===== src/rtl/cki_pkg.sv =====
// Purpose: Shared constants and types for the clock unit interrupt register
// Assumes: 32-bit APB, one register word at byte offset 0x08
// Notes: Bit positions, reset value and decode constants live here
package cki_pkg;
  // Register map
  localparam logic [11:0] CKI_INT_OFFSET = 12'h008;
  localparam logic [31:0] CKI_INT_RESET = 32'h00000000;
  // Number of stabilization sources
  localparam int CKI_NSRC = 6;
  // Field positions (low bit of each six-bit group, plus the single stuck flag and stuck clear bits)
  localparam int CKI_FLAG_LSB = 0;
  localparam int CKI_STUCK_FLAG_BIT = 7;
  localparam int CKI_EN_LSB = 8;
  localparam int CKI_CLR_LSB = 16;
  localparam int CKI_STUCK_CLR_BIT = 23;
  // Source order inside every six-bit group
  localparam int CKI_SRC_RC40K = 0;
  localparam int CKI_SRC_SLOW_XTAL = 1;
  localparam int CKI_SRC_RC8 = 2;
  localparam int CKI_SRC_FAST_XTAL = 3;
  localparam int CKI_SRC_LOOP = 4;
  localparam int CKI_SRC_RC28 = 5;
  // Stuck detector: pclk cycles without an edge before declaring stuck
  localparam logic [7:0] CKI_STUCK_LIMIT = 8'h40;
  localparam logic [7:0] CKI_STUCK_CNT_RESET = 8'h00;
  // Source status from the analog side
  typedef struct packed {
    logic [CKI_NSRC-1:0] stable;
    logic fast_xtal_clk;
  } cki_osc_status_t;
endpackage : cki_pkg


===== src/rtl/cki_irq_flags.sv =====
// Purpose: Interrupt register of the clock unit: flags, enables, clears
// Assumes: APB slave on pclk; oscillator status is asynchronous to pclk
// Notes: Zero wait states; pslverr for unmapped addresses
// How it works
// - Write one bit 23 clears stuck flag
// - Write one bit 21 clears rc28 flag
// - Write one bit 20 clears loop flag
// - Write one bit 19 clears fast crystal flag
// - Write one bit 18 clears rc8 flag
// - Write one bit 17 clears slow crystal flag
// - Write one bit 16 clears rc40k flag
// - Writing zero to clear bit changes nothing
// - Bit 13 enables rc28 stable interrupt
// - Bit 12 enables loop stable interrupt
// - Bit 11 enables fast crystal stable interrupt
// - Register at 0x08, resets to zero
// - Stable and enabled sets sticky flag
// - Stopped fast crystal sets stuck flag
// - Bit 8 enables rc40k stable interrupt
//
// Chosen here: the APB slave port.
module cki_irq_flags (
  // APB clock and reset
  input wire logic pclk,
  input wire logic presetn,
  // APB slave
  input wire logic psel,
  input wire logic penable,
  input wire logic pwrite,
  input wire logic [11:0] paddr,
  input wire logic [31:0] pwdata,
  output logic [31:0] prdata,
  output logic pready,
  output logic pslverr,
  // Oscillator status, asynchronous
  input wire cki_pkg::cki_osc_status_t osc_status,
  // Interrupt to the core
  output logic clk_irq
);

  // Synchronisers for stable levels and the fast crystal clock
  logic [cki_pkg::CKI_NSRC:0] sync1_ff;
  logic [cki_pkg::CKI_NSRC:0] sync2_ff;
  // Previous sampled crystal clock for edge detect
  logic xtal_prev_ff;
  // Cycles since the last crystal edge
  logic [7:0] stuck_cnt_ff;
  logic [7:0] nxt_stuck_cnt;
  // Stored state
  logic [cki_pkg::CKI_NSRC-1:0] flag_ff;
  logic [cki_pkg::CKI_NSRC-1:0] en_ff;
  logic stuck_flag_ff;
  logic [cki_pkg::CKI_NSRC-1:0] nxt_flag;
  logic [cki_pkg::CKI_NSRC-1:0] nxt_en;
  logic nxt_stuck_flag;
  logic [31:0] nxt_prdata;
  logic nxt_pslverr;

  // Decode
  wire hit = (paddr == cki_pkg::CKI_INT_OFFSET);
  wire setup = psel && !penable;
  wire wr_acc = psel && penable && pwrite && hit;
  wire [cki_pkg::CKI_NSRC-1:0] stable_s = sync2_ff[cki_pkg::CKI_NSRC-1:0];
  wire xtal_s = sync2_ff[cki_pkg::CKI_NSRC];
  wire xtal_edge = xtal_s ^ xtal_prev_ff;
  wire stuck_hit = (stuck_cnt_ff == cki_pkg::CKI_STUCK_LIMIT);
  // Clear masks, active only on a write access
  wire [cki_pkg::CKI_NSRC-1:0] clr_mask =
    wr_acc ? pwdata[cki_pkg::CKI_CLR_LSB +: cki_pkg::CKI_NSRC] : '0;
  wire stuck_clr = wr_acc && pwdata[cki_pkg::CKI_STUCK_CLR_BIT];
  // Set events: stable and enabled; set wins over clear
  wire [cki_pkg::CKI_NSRC-1:0] set_mask = stable_s & en_ff;
  assign nxt_flag = set_mask | (flag_ff & ~clr_mask);
  assign nxt_stuck_flag = stuck_hit | (stuck_flag_ff & ~stuck_clr);
  // Enables are plain read-write bits 13:8
  assign nxt_en = wr_acc ? pwdata[cki_pkg::CKI_EN_LSB +: cki_pkg::CKI_NSRC] : en_ff;
  // Counter saturates at the limit, restarts on any edge
  assign nxt_stuck_cnt = xtal_edge ? cki_pkg::CKI_STUCK_CNT_RESET :
                         (stuck_hit ? stuck_cnt_ff : stuck_cnt_ff + 8'h01);
  // Read image: clear bits and reserved bits read zero
  wire [31:0] rd_image = {16'h0000, 2'h0, en_ff, stuck_flag_ff, 1'b0, flag_ff};
  assign nxt_prdata = (setup && !pwrite && hit) ? rd_image : 32'h00000000;
  assign nxt_pslverr = setup && !hit;

  // Two-flop synchroniser for asynchronous status
  always_ff @(posedge pclk or negedge presetn) begin
    if (!presetn) begin
      sync1_ff <= '0;
      sync2_ff <= '0;
    end else begin
      sync1_ff <= {osc_status.fast_xtal_clk, osc_status.stable};
      sync2_ff <= sync1_ff;
    end
  end

  // Crystal activity watchdog
  always_ff @(posedge pclk or negedge presetn) begin
    if (!presetn) begin
      xtal_prev_ff <= 1'b0;
      stuck_cnt_ff <= cki_pkg::CKI_STUCK_CNT_RESET;
    end else begin
      xtal_prev_ff <= xtal_s;
      stuck_cnt_ff <= nxt_stuck_cnt;
    end
  end

  // Register state, all zero after reset
  always_ff @(posedge pclk or negedge presetn) begin
    if (!presetn) begin
      flag_ff <= '0;
      en_ff <= '0;
      stuck_flag_ff <= 1'b0;
    end else begin
      flag_ff <= nxt_flag;
      en_ff <= nxt_en;
      stuck_flag_ff <= nxt_stuck_flag;
    end
  end

  // APB answer: data registered in setup, ready in access
  always_ff @(posedge pclk or negedge presetn) begin
    if (!presetn) begin
      prdata <= 32'h00000000;
      pready <= 1'b0;
      pslverr <= 1'b0;
      clk_irq <= 1'b0;
    end else begin
      prdata <= nxt_prdata;
      pready <= setup;
      pslverr <= nxt_pslverr;
      clk_irq <= (|nxt_flag) | nxt_stuck_flag;
    end
  end

  // Assertions
  clear_rc28_a: assert property (@(posedge pclk) disable iff (!presetn)
    (wr_acc && pwdata[21] && !set_mask[5]) |=> !flag_ff[5])
    else $error("rc28 flag not cleared");
  clear_loop_a: assert property (@(posedge pclk) disable iff (!presetn)
    (wr_acc && pwdata[20] && !set_mask[4]) |=> !flag_ff[4])
    else $error("loop flag not cleared");
  clear_stuck_a: assert property (@(posedge pclk) disable iff (!presetn)
    (wr_acc && pwdata[23] && !stuck_hit) |=> !stuck_flag_ff)
    else $error("stuck flag not cleared");
  keep_flags_a: assert property (@(posedge pclk) disable iff (!presetn)
    (!wr_acc) |=> ((flag_ff & $past(flag_ff)) == $past(flag_ff)))
    else $error("flag lost without clear");
  set_flag_a: assert property (@(posedge pclk) disable iff (!presetn)
    (|set_mask) |=> ((flag_ff & $past(set_mask)) == $past(set_mask)))
    else $error("enabled stable source not flagged");
  no_set_a: assert property (@(posedge pclk) disable iff (!presetn)
    (!(|(stable_s & en_ff)) && !wr_acc) |=> (flag_ff == $past(flag_ff)))
    else $error("flag set without cause");
  enable_write_a: assert property (@(posedge pclk) disable iff (!presetn)
    wr_acc |=> (en_ff == $past(pwdata[13:8])))
    else $error("enable bits not written");
  stuck_set_a: assert property (@(posedge pclk) disable iff (!presetn)
    stuck_hit |=> stuck_flag_ff)
    else $error("stuck not flagged");
  read_zero_a: assert property (@(posedge pclk) disable iff (!presetn)
    (setup && !pwrite && hit) |=> (prdata[31:14] == 18'h0 && prdata[6] == 1'b0))
    else $error("clear or reserved bits read non zero");
  irq_or_a: assert property (@(posedge pclk) disable iff (!presetn)
    clk_irq == ((|flag_ff) | stuck_flag_ff))
    else $error("irq not OR of flags");
  ready_a: assert property (@(posedge pclk) disable iff (!presetn)
    setup |=> pready ##1 !pready)
    else $error("apb ready timing wrong");
  cov_set_c: cover property (@(posedge pclk) disable iff (!presetn) $rose(flag_ff[3]));
  cov_clr_c: cover property (@(posedge pclk) disable iff (!presetn) $fell(flag_ff[0]));
  cov_stuck_c: cover property (@(posedge pclk) disable iff (!presetn) $rose(stuck_flag_ff));
  cov_race_c: cover property (@(posedge pclk) disable iff (!presetn) (|(set_mask & clr_mask)));
  // Refused access seen at least once
  cov_refuse_c: cover property (@(posedge pclk) disable iff (!presetn) (setup && !hit));

  // Per-source clear checks
  // Each write-one-to-clear bit must reach its own flag only.
  // A swapped bit order in the clear mask would be caught here,
  // since each check names a fixed clear bit and a fixed flag.
  // The set event is excluded, because set wins over clear.
  clear_fxtal_a: assert property (@(posedge pclk) disable iff (!presetn)
    (wr_acc && pwdata[19] && !set_mask[3]) |=> !flag_ff[3])
    else $error("fast crystal flag not cleared");
  clear_rc8_a: assert property (@(posedge pclk) disable iff (!presetn)
    (wr_acc && pwdata[18] && !set_mask[2]) |=> !flag_ff[2])
    else $error("rc8 flag not cleared");
  clear_slow_a: assert property (@(posedge pclk) disable iff (!presetn)
    (wr_acc && pwdata[17] && !set_mask[1]) |=> !flag_ff[1])
    else $error("slow crystal flag not cleared");
  clear_rc40k_a: assert property (@(posedge pclk) disable iff (!presetn)
    (wr_acc && pwdata[16] && !set_mask[0]) |=> !flag_ff[0])
    else $error("rc40k flag not cleared");

  // Zero in a clear bit
  // Software clears one flag with a plain word write; every other
  // clear bit is zero then, and those flags must survive the write.
  keep_on_zero_a: assert property (@(posedge pclk) disable iff (!presetn)
    (wr_acc && !pwdata[21] && flag_ff[5]) |=> flag_ff[5])
    else $error("flag lost on zero clear bit");
  keep_stuck_a: assert property (@(posedge pclk) disable iff (!presetn)
    (wr_acc && !pwdata[23] && stuck_flag_ff) |=> stuck_flag_ff)
    else $error("stuck flag lost on zero clear bit");

  // Enable bits, one check per field except rc8 and slow crystal, which share one
  // The enables are ordinary read-write bits; each field is checked
  // against its own write data bit so that a shifted slice shows.
  en_rc28_a: assert property (@(posedge pclk) disable iff (!presetn)
    wr_acc |=> (en_ff[5] == $past(pwdata[13])))
    else $error("rc28 enable not written");
  en_loop_a: assert property (@(posedge pclk) disable iff (!presetn)
    wr_acc |=> (en_ff[4] == $past(pwdata[12])))
    else $error("loop enable not written");
  en_fxtal_a: assert property (@(posedge pclk) disable iff (!presetn)
    wr_acc |=> (en_ff[3] == $past(pwdata[11])))
    else $error("fast crystal enable not written");
  en_rc8_slow_a: assert property (@(posedge pclk) disable iff (!presetn)
    wr_acc |=> (en_ff[2:1] == $past(pwdata[10:9])))
    else $error("rc8 or slow crystal enable not written");
  en_rc40k_a: assert property (@(posedge pclk) disable iff (!presetn)
    wr_acc |=> (en_ff[0] == $past(pwdata[8])))
    else $error("rc40k enable not written");
  en_hold_a: assert property (@(posedge pclk) disable iff (!presetn)
    !wr_acc |=> $stable(en_ff))
    else $error("enables changed without a write");

  // Gating of every source by its own enable
  // A stable source with its enable at zero must leave its flag low.
  // A mixed-up enable index would let a neighbour's enable through.
  gate_rc40k_a: assert property (@(posedge pclk) disable iff (!presetn)
    (!en_ff[0] && !flag_ff[0]) |=> !flag_ff[0])
    else $error("rc40k flag set while disabled");
  gate_slow_a: assert property (@(posedge pclk) disable iff (!presetn)
    (!en_ff[1] && !flag_ff[1]) |=> !flag_ff[1])
    else $error("slow crystal flag set while disabled");
  gate_rc8_a: assert property (@(posedge pclk) disable iff (!presetn)
    (!en_ff[2] && !flag_ff[2]) |=> !flag_ff[2])
    else $error("rc8 flag set while disabled");
  gate_fxtal_a: assert property (@(posedge pclk) disable iff (!presetn)
    (!en_ff[3] && !flag_ff[3]) |=> !flag_ff[3])
    else $error("fast crystal flag set while disabled");
  gate_loop_a: assert property (@(posedge pclk) disable iff (!presetn)
    (!en_ff[4] && !flag_ff[4]) |=> !flag_ff[4])
    else $error("loop flag set while disabled");
  gate_rc28_a: assert property (@(posedge pclk) disable iff (!presetn)
    (!en_ff[5] && !flag_ff[5]) |=> !flag_ff[5])
    else $error("rc28 flag set while disabled");

  // Stuck detector
  // The flag is sticky: once set it only falls on a clear write.
  // The counter saturates, so it can never wrap back to zero and
  // hide a clock that stays stopped for a long time.
  stuck_sticky_a: assert property (@(posedge pclk) disable iff (!presetn)
    (stuck_flag_ff && !stuck_clr) |=> stuck_flag_ff)
    else $error("stuck flag fell without clear");
  stuck_cap_a: assert property (@(posedge pclk) disable iff (!presetn)
    stuck_cnt_ff <= cki_pkg::CKI_STUCK_LIMIT)
    else $error("stuck counter past its limit");
  stuck_restart_a: assert property (@(posedge pclk) disable iff (!presetn)
    xtal_edge |=> (stuck_cnt_ff == cki_pkg::CKI_STUCK_CNT_RESET))
    else $error("stuck counter not restarted by an edge");

  // Read-only flags
  // Bit 7 written as one while the clock runs must not set the flag;
  // only the watchdog may raise it.
  stuck_ro_a: assert property (@(posedge pclk) disable iff (!presetn)
    (wr_acc && pwdata[7] && !stuck_flag_ff && !stuck_hit) |=> !stuck_flag_ff)
    else $error("stuck flag set by software");

  // Reset state
  // Checked while reset is held, so no disable clause here.
  reset_zero_a: assert property (@(posedge pclk)
    !presetn |-> (flag_ff == '0 && en_ff == '0 && !stuck_flag_ff && !clk_irq))
    else $error("state not zero in reset");

  // Bus answer
  // Refused addresses answer with an error in the access cycle,
  // mapped reads return the register image, idle cycles return zero.
  slverr_a: assert property (@(posedge pclk) disable iff (!presetn)
    (setup && !hit) |=> (pslverr && pready))
    else $error("unmapped access not refused");
  slverr_hit_a: assert property (@(posedge pclk) disable iff (!presetn)
    (setup && hit) |=> !pslverr)
    else $error("mapped access refused");
  read_image_a: assert property (@(posedge pclk) disable iff (!presetn)
    (setup && !pwrite && hit) |=> (prdata == $past(rd_image)))
    else $error("read data not the register image");
  read_idle_a: assert property (@(posedge pclk) disable iff (!presetn)
    !setup |=> (prdata == 32'h00000000))
    else $error("read data outside a read");
  ready_idle_a: assert property (@(posedge pclk) disable iff (!presetn)
    !setup |=> !pready)
    else $error("ready without a setup cycle");

  // Interrupt output
  // A flag clear with no other flag set must drop the line next edge.
  irq_drop_a: assert property (@(posedge pclk) disable iff (!presetn)
    (!(|nxt_flag) && !nxt_stuck_flag) |=> !clk_irq)
    else $error("irq held with no flag");

endmodule : cki_irq_flags


===== config.mk =====
export PLATFORM = sky130hd
export DESIGN_NAME = cki_irq_flags
export DESIGN_NICKNAME = d
export VERILOG_FILES = /design/src/rtl/cki_pkg.sv /design/src/rtl/cki_irq_flags.sv
export SDC_FILE = /design/constraint.sdc
export NUM_CORES = 1
export LEC_CHECK = 0
export ABC_AREA = 1
export BUFFER_PORTS_ARGS = -buffer_cell sky130_fd_sc_hd__buf_4
export CAP_MARGIN = 20
export CORE_ASPECT_RATIO = 1.1
export CORE_MARGIN = 2
export CORE_UTILIZATION = 49
export CTS_BUF_LIST = sky130_fd_sc_hd__clkbuf_4 sky130_fd_sc_hd__clkbuf_8
export CTS_CLUSTER_DIAMETER = 100
export DETAILED_ROUTE_END_ITERATION = 10
export PLACE_DENSITY = 0.82
export SLEW_MARGIN = 20
export SYNTH_ARGS = -nofsm -noshare
export SYNTH_HDL_FRONTEND = slang
export SYNTH_SLANG_ARGS = --single-unit
export TNS_END_PERCENT = 100

===== constraint.sdc =====
create_clock -name pclk -period 1.25 [get_ports pclk]
set_input_delay 0.125 -clock pclk [delete_from_list [all_inputs] [get_ports pclk]]
set_output_delay 0.125 -clock pclk [all_outputs]
set_load 0.01 [all_outputs]

==> results of run 1 <==
==> sequential cells by signal (all words and copies together), names as in the netlist <==
signal         flops
sync2_ff           7
stuck_flag_ff      1
pready             1
en_ff              6
sync1_ff           7
flag_ff            6
stuck_cnt_ff       8
prdata            13
clk_irq            1
xtal_prev_ff       1
pslverr            1
==> metrics by stage <==
step | area (sq um) | total power, W
after floorplan | 2170 | 0.00192
after global placement | 2570 | 0.00203
after detailed placement | 2570 | 0.00205
after CTS | 2780 | 0.00303
after global routing | 2850 | 0.00318
final | 2850 | 0.00304
==> worst register-to-register path: cells and delay by family, from the launching register on <==
kind	cells	cell delay, ns
adder cells (fa/ha/maj)	1	0.16
AO/OA/AOI/OAI	2	0.16
flip-flops	1	0.43
AND/OR/NAND/NOR	3	0.33
==> cells in the final DEF, fill, tap and decap left out, types with 2 or more instances in the layout <==
master / instances
nand4_1: 8
o21ai_2: 2
nor2_2: 3
nand3_2: 3
mux2_2: 6
dlygate4sd3_1: 9
o21ai_1: 2
a21boi_1: 5
inv_1: 30
nor2_1: 28
dfrtp_1: 50
buf_4: 63
conb_1: 19
nand3_1: 3
nand2_2: 4
o21ai_0: 3
clkbuf_8: 5
nor3_4: 2
a21oi_1: 5
nand2_1: 18
dfrtp_2: 2
==> power groups by stage <==
stage | clock network [W] | logic [W] | registers, W
2_1_floorplan | 0 | 0.000143 | 0.00178
3_3_place_gp | 0 | 0.000249 | 0.00178
3_5_place_dp | 0 | 0.000263 | 0.00178
4_1_cts | 0.000987 | 0.000291 | 0.00175
5_1_grt | 0.00106 | 0.000348 | 0.00177
6_report | 0.000957 | 0.000316 | 0.00176
==> routing by layer <==
metal / global-route usage / up-vias
li1: - / 755
met1: 0.183 / 728
met2: 0.340 / 63
met3: 0.0633 / 10
met4: 0.0862 / 0
met5: 0 / -
==> logic make-up after synthesis <==
kind of cell / synth area share
xor+xnor: 0.00416
buf+inv: 0.125
simple gates: 0.160
other cells: 0.00178
compound gates: 0.0464
flops: 0.618
mux: 0.0321
fa+ha+maj: 0.0119
==> timing repair <==
action | 4_1_cts | 5_1_grt
hold buffers | 9 | 0
pin swaps | 0 | 5
gates resized for setup | 7 | 16
endpoints found under the setup margin | 6 | 4
hold endpoints to repair | 61 | 0
buffers inserted | 0 | 2
==> final cells by class <==
type | instances | area (sq um)
well taps | 54 | 67.6
clock buffers | 6 | 76.3
multi-input cells | 119 | 686
repair buffers | 73 | 583
flip-flops and latches | 52 | 1300
fillers | 332 | 1380
clock inverters | 2 | 16.3
inverters | 30 | 113
==> worst paths after layout <==
check / end / slack [ns] / start / cells past startpoint
max: stuck_cnt_ff[6]$_DFFE_PN0P_ / 0.04 / stuck_cnt_ff[0]$_DFFE_PN0P_ / 6
min reg2reg: sync2_ff[6]$_DFF_PN0_ / 0.35 / sync1_ff[6]$_DFF_PN0_ / 0
max in group asynchronous: stuck_cnt_ff[0]$_DFFE_PN0P_ / 0.66 / presetn / 3
min: en_ff[5]$_DFFE_PN0N_ / 0.05 / pwdata[13] / 2
min in group asynchronous: sync1_ff[3]$_DFF_PN0_ / 0.32 / presetn / 3
max reg2reg: stuck_cnt_ff[6]$_DFFE_PN0P_ / 0.04 / stuck_cnt_ff[0]$_DFFE_PN0P_ / 6
==> impl_metrics.ini, run 1 <==
[status]
outcome = completed

[final_layout]
drive_gt1_frac = 0.351
final_core_util = 0.674
layout.nets = 339
antenna-diode-count = 0
syn_to_final_growth_pct = 35.2
final-instance-count-excl-fill = 336

[placed_design]
gp_congestion = 0.742
dpl_worst_slack_ns = -0.163
dp_hpwl_mm = 2.98
dp.cells = 317
port_buffers = 52

[setup_path]
worstPathBufferInverterCount = 0
critPathKind = flop to flop
cp_top_family = flip-flops
path_max_fanout = 3
critPathRequiredTime_ns = 1.43
worstPathCellList = ha_4 -> nand2_2 -> nor3_4 -> nand2_2 -> o21ai_2 -> a21oi_1
crit_path_end_kind = flop
crit_top_cell = nand2_2
cp_slowest_cell = dfrtp_2
critPathLaunchType = flop
critical_path_arrival_ns = 1.39
critPathMaxStageDelay_ns = 0.43

[sta]
fin_crit_sh = 0.968
setup_viol = 0
period_needed_ns = 1.21
hold_viol = 0
fin_setup_tns_ns = 0
rsz0062_at_grt = yes
hold_slack_ns = 0.0481
finClkSkew_ns = 0.0120
report.final.slew_viol_count = 0
fmax_ghz = 0.826
worst_slack_ns = 0.0394

[pwr]
ir_worst_vdd_v = 0.000683
cellInternalPower_w = 0.00231
p_sw_w = 0.000731
power.share.sequential = 0.581
p_clk_frac = 0.315
sw_frac_of_total = 0.241
pwr-share-comb = 0.104
leakage_nw = 1.46
power.density_nw_per_um2 = 1070

[floorplanning]
start_util = 0.498
die_h_um = 72.7
core_sq_um = 4220
dieWidth_um = 66.5
rows = 25
die_area_sq_um = 4840
pin_count = 91

[yosys]
synth_most_common_cell = dfrtp_1
avgSynthCellArea_sq_um = 10.3
synth_top_area_share = 0.618
synthesis.area_sq_um = 2100
ys_seq_elements = 52
synth-main-ff-cell = dfrtp_1
synthArstFlopShare = 1.00
synth_edf_count = 0
synthCells = 204
ys_warn_count = 0
synth_commonest_cells = dfrtp_1, inv_1, nor2_1
yosys.area.top_type = dfrtp_1
ys_seq_area_frac = 0.618
synth_cell_types = 23
synth_area_leaders = dfrtp_1, buf_4, inv_1

[drt]
drt-total-wl_mm = 4.17
m1WireLength_mm = 1.50
dr.max_layer_used = met4
viasPerCell = 4.63
drtIter0Drc = 86
vias = 1556
drc = 0
met2_length_mm = 2.20
routed-wl-met3_um = 333
ant_nets = 0
avgRoutedWirePerCell_um = 12.4
drt_pass1_iterations = 4

[grt]
grt_use_total = 0.185
grt_max_degree = 53
antenna_found_initial = 0
grt_overflow = 0
grt_pass1_vias = 1448
grt_pass1_wl_mm = 6.43

[clock_network]
clock_path_buffers = 2
clkTransAtPathRegs_ns = 0.09
cts_tree = yes
cts_buffers = 5
clock_tree.root_cell = clkbuf_8
clock_latency_ns = 0.31
cts.sinks = 52
h-tree-depth = 2

[run]
maxCapViolCount = 0

[worst_hold_path]
hp-class = input port to flop
Note: power is estimated with default switching activity, not from simulation.
==> inputs of run 2 (changes only) <==
--- a/config.mk
+++ b/config.mk
@@ -10,11 +10,11 @@
 export CAP_MARGIN = 20
 export CORE_ASPECT_RATIO = 1.1
 export CORE_MARGIN = 2
-export CORE_UTILIZATION = 49
+export CORE_UTILIZATION = 52
 export CTS_BUF_LIST = sky130_fd_sc_hd__clkbuf_4 sky130_fd_sc_hd__clkbuf_8
 export CTS_CLUSTER_DIAMETER = 100
 export DETAILED_ROUTE_END_ITERATION = 10
-export PLACE_DENSITY = 0.82
+export PLACE_DENSITY = 0.86
 export SLEW_MARGIN = 20
 export SYNTH_ARGS = -nofsm -noshare
 export SYNTH_HDL_FRONTEND = slang
==> constraint.sdc (replaced) <==
create_clock -name pclk -period 1.4 [get_ports pclk]
set_input_delay 0.14 -clock pclk [delete_from_list [all_inputs] [get_ports pclk]]
set_output_delay 0.14 -clock pclk [all_outputs]
set_load 0.01 [all_outputs]
==> run 2 against run 1 <==
Non-clock buffer count shrank 10. Clock skew is 0.00081 ns higher. Clock-buffer cell count is 1 higher. Sequential cell count did not move. Sequential power decreased by 11%. Hold slack got worse by 0.035 ns. Routed wire length is 13% lower. Utilization is 1.0 points higher. Setup slack gained 0.10 ns. Critical path type unchanged. Largest power group unchanged.
==> impl_metrics.ini, run 2 (synthesis gave the netlist of run 1 again) <==
[final_layout]
syn_to_final_growth_pct = 27.9
largest_reg_flops = 13
final_area_sq_um = 2690
top_register = prdata
reg.largest.list = prdata: 13 flops, stuck_cnt_ff: 8 flops
layout.nets = 329
drive_gt1_frac = 0.280
layout_common_cells = buf_4, dfrtp_1, inv_1
nFillCells = 331
antenna-diode-count = 0
final_common_cell = buf_4

[grt]
antenna_found_initial = 0
met3_usage = 0.0747
grt_pass1_vias = 1369
grt_max_degree = 53
grt_pass1_wl_mm = 6.01
grt_overflow = 0
grt_use_total = 0.176
grt_use_met2 = 0.300
grt-busiest-layer = met2
grt_util_met1 = 0.202

[sta]
fin_setup_tns_ns = 0
finClkSkew_ns = 0.0128
report.final.slew_viol_count = 0
hold_slack_ns = 0.0133
fin_crit_sh = 0.898
period_needed_ns = 1.26
fmax_ghz = 0.795
worst_slack_ns = 0.142
maxSlewHeadroom = 0.596
worst_slew_pin_slew_ns = 0.605
rsz0062_at_grt = no
hold_viol = 0
setup_viol = 0

[setup_path]
critPathKind = flop to flop
r2r_end = clk_irq$_DFF_PN0_
critPathMaxStageDelay_ns = 0.41
r2r-start = stuck_cnt_ff[5]$_DFFE_PN0P_
crit_path_end_kind = flop
worstPathCellList = nor4_2 -> nand3_1 -> nand2_1 -> nor2_1 -> nand2_1
startpoint = stuck_cnt_ff[5]$_DFFE_PN0P_
worst-r2r-cell-count = 5
rrSetupSlack_ns = 0.14
crit_top_cell = nand2_1
path_max_fanout = 4
cp_slowest_cell = dfrtp_1
critical_path_arrival_ns = 1.50
critPathLaunchType = flop
critPathRequiredTime_ns = 1.64

[drt]
vias = 1480
drc = 0
viasPerCell = 4.58
drtIter0Drc = 96
drt_pass1_iterations = 4
drt-total-wl_mm = 3.64
ant_nets = 0
avgRoutedWirePerCell_um = 11.3

[clock_network]
cts_setup_buffers = 0
clock_latency_ns = 0.30
clock_path_buffers = 2
cts_buffers = 5
cts.sinks = 52
cts_tree = yes
clkTransAtPathRegs_ns = 0.09
clock_tree.root_cell = clkbuf_8
h-tree-depth = 2

[pwr]
leakage_nw = 1.39
ir_worst_vdd_v = 0.000793
power.density_nw_per_um2 = 995

[placed_design]
dp_hpwl_mm = 2.61
port_buffers = 52
placed_area_sq_um = 2500
gp_congestion = 0.742
dpl_worst_slack_ns = -0.0536

[worst_hold_path]
hp-start = penable
hold_depth = 2
hp-class = input port to flop
holdPathEnd = pslverr$_DFF_PN0_

[run]
maxCapViolCount = 0

[floorplanning]
core_sq_um = 3930
start_util = 0.535
pin_count = 91
die_h_um = 70.7
die_area_sq_um = 4570
rows = 24
dieWidth_um = 64.7

[status]
outcome = completed
-- run 2: cell types whose count changed in the layout (fill, tap and decap cells not counted), sizes merged --
cell	change
buf	-9
clkinv	-1
clkinvlp	-1
clkbuf	+1
dlygate4sd3	-1
-- run 2: final cells by class --
type	instances	area [sq um]	area share
Sequential cell	52	1300	0.483
Timing Repair Buffer	63	493	0.183
Clock buffer	7	96.3	0.0358
Inverter	30	113	0.0418
Multi-Input combinational cell	119	623	0.232
Tap cell	52	65.1	0.0242
-- run 2: worst max-delay path, delay by kind of cell (launching register included) --
kind             cells  cell delay [ns]
DFF                  1             0.41
and+or+nand+nor      5             0.79
-- run 2: how the worst max path moves through the flow --
stage                                        to  slack [ns]
floorplan           stuck_cnt_ff[0]$_DFFE_PN0P_        0.26
detailed placement            clk_irq$_DFF_PN0_       -0.05
CTS                           clk_irq$_DFF_PN0_        0.08
global placement              clk_irq$_DFF_PN0_       0.006
global route        stuck_cnt_ff[7]$_DFFE_PN0P_       0.005
finish                        clk_irq$_DFF_PN0_        0.14
-- run 2: timing repair --
action / 4_1_cts / 5_1_grt
endpoints found under the hold margin: 59 / 0
setup endpoints to repair: 0 / 5
resized for setup: 0 / 3
hold buffers: 8 / 0
-- run 2: metrics by stage --
| stage | util | instances | total power [W] |
|---|---|---|---|
| after global routing | 0.684 | 323 | 0.00281 |
| after floorplan | - | 222 | 0.00171 |
| after CTS | 0.680 | 323 | 0.00270 |
| final | 0.684 | 323 | 0.00268 |
| after global placement | 0.635 | 308 | 0.00180 |
| after detailed placement | 0.635 | 308 | 0.00181 |
-- run 2: where the power goes --
group          leakage (nW)  switching (W)  internal, W  total (W)
combinational         0.686       0.000124     0.000117   0.000241
sequential            0.651      0.0000190      0.00154    0.00156
clock                0.0503       0.000439     0.000440   0.000879
total                  1.39       0.000582      0.00210    0.00268
-- run 2: metal layers --
| metal | up-vias | wire (um) |
|---|---|---|
| li1 | 730 | - |
| met5 | - | 0 |
| met2 | 55 | 1830 |
| met1 | 690 | 1440 |
| met4 | 0 | 51 |
| met3 | 5 | 326 |
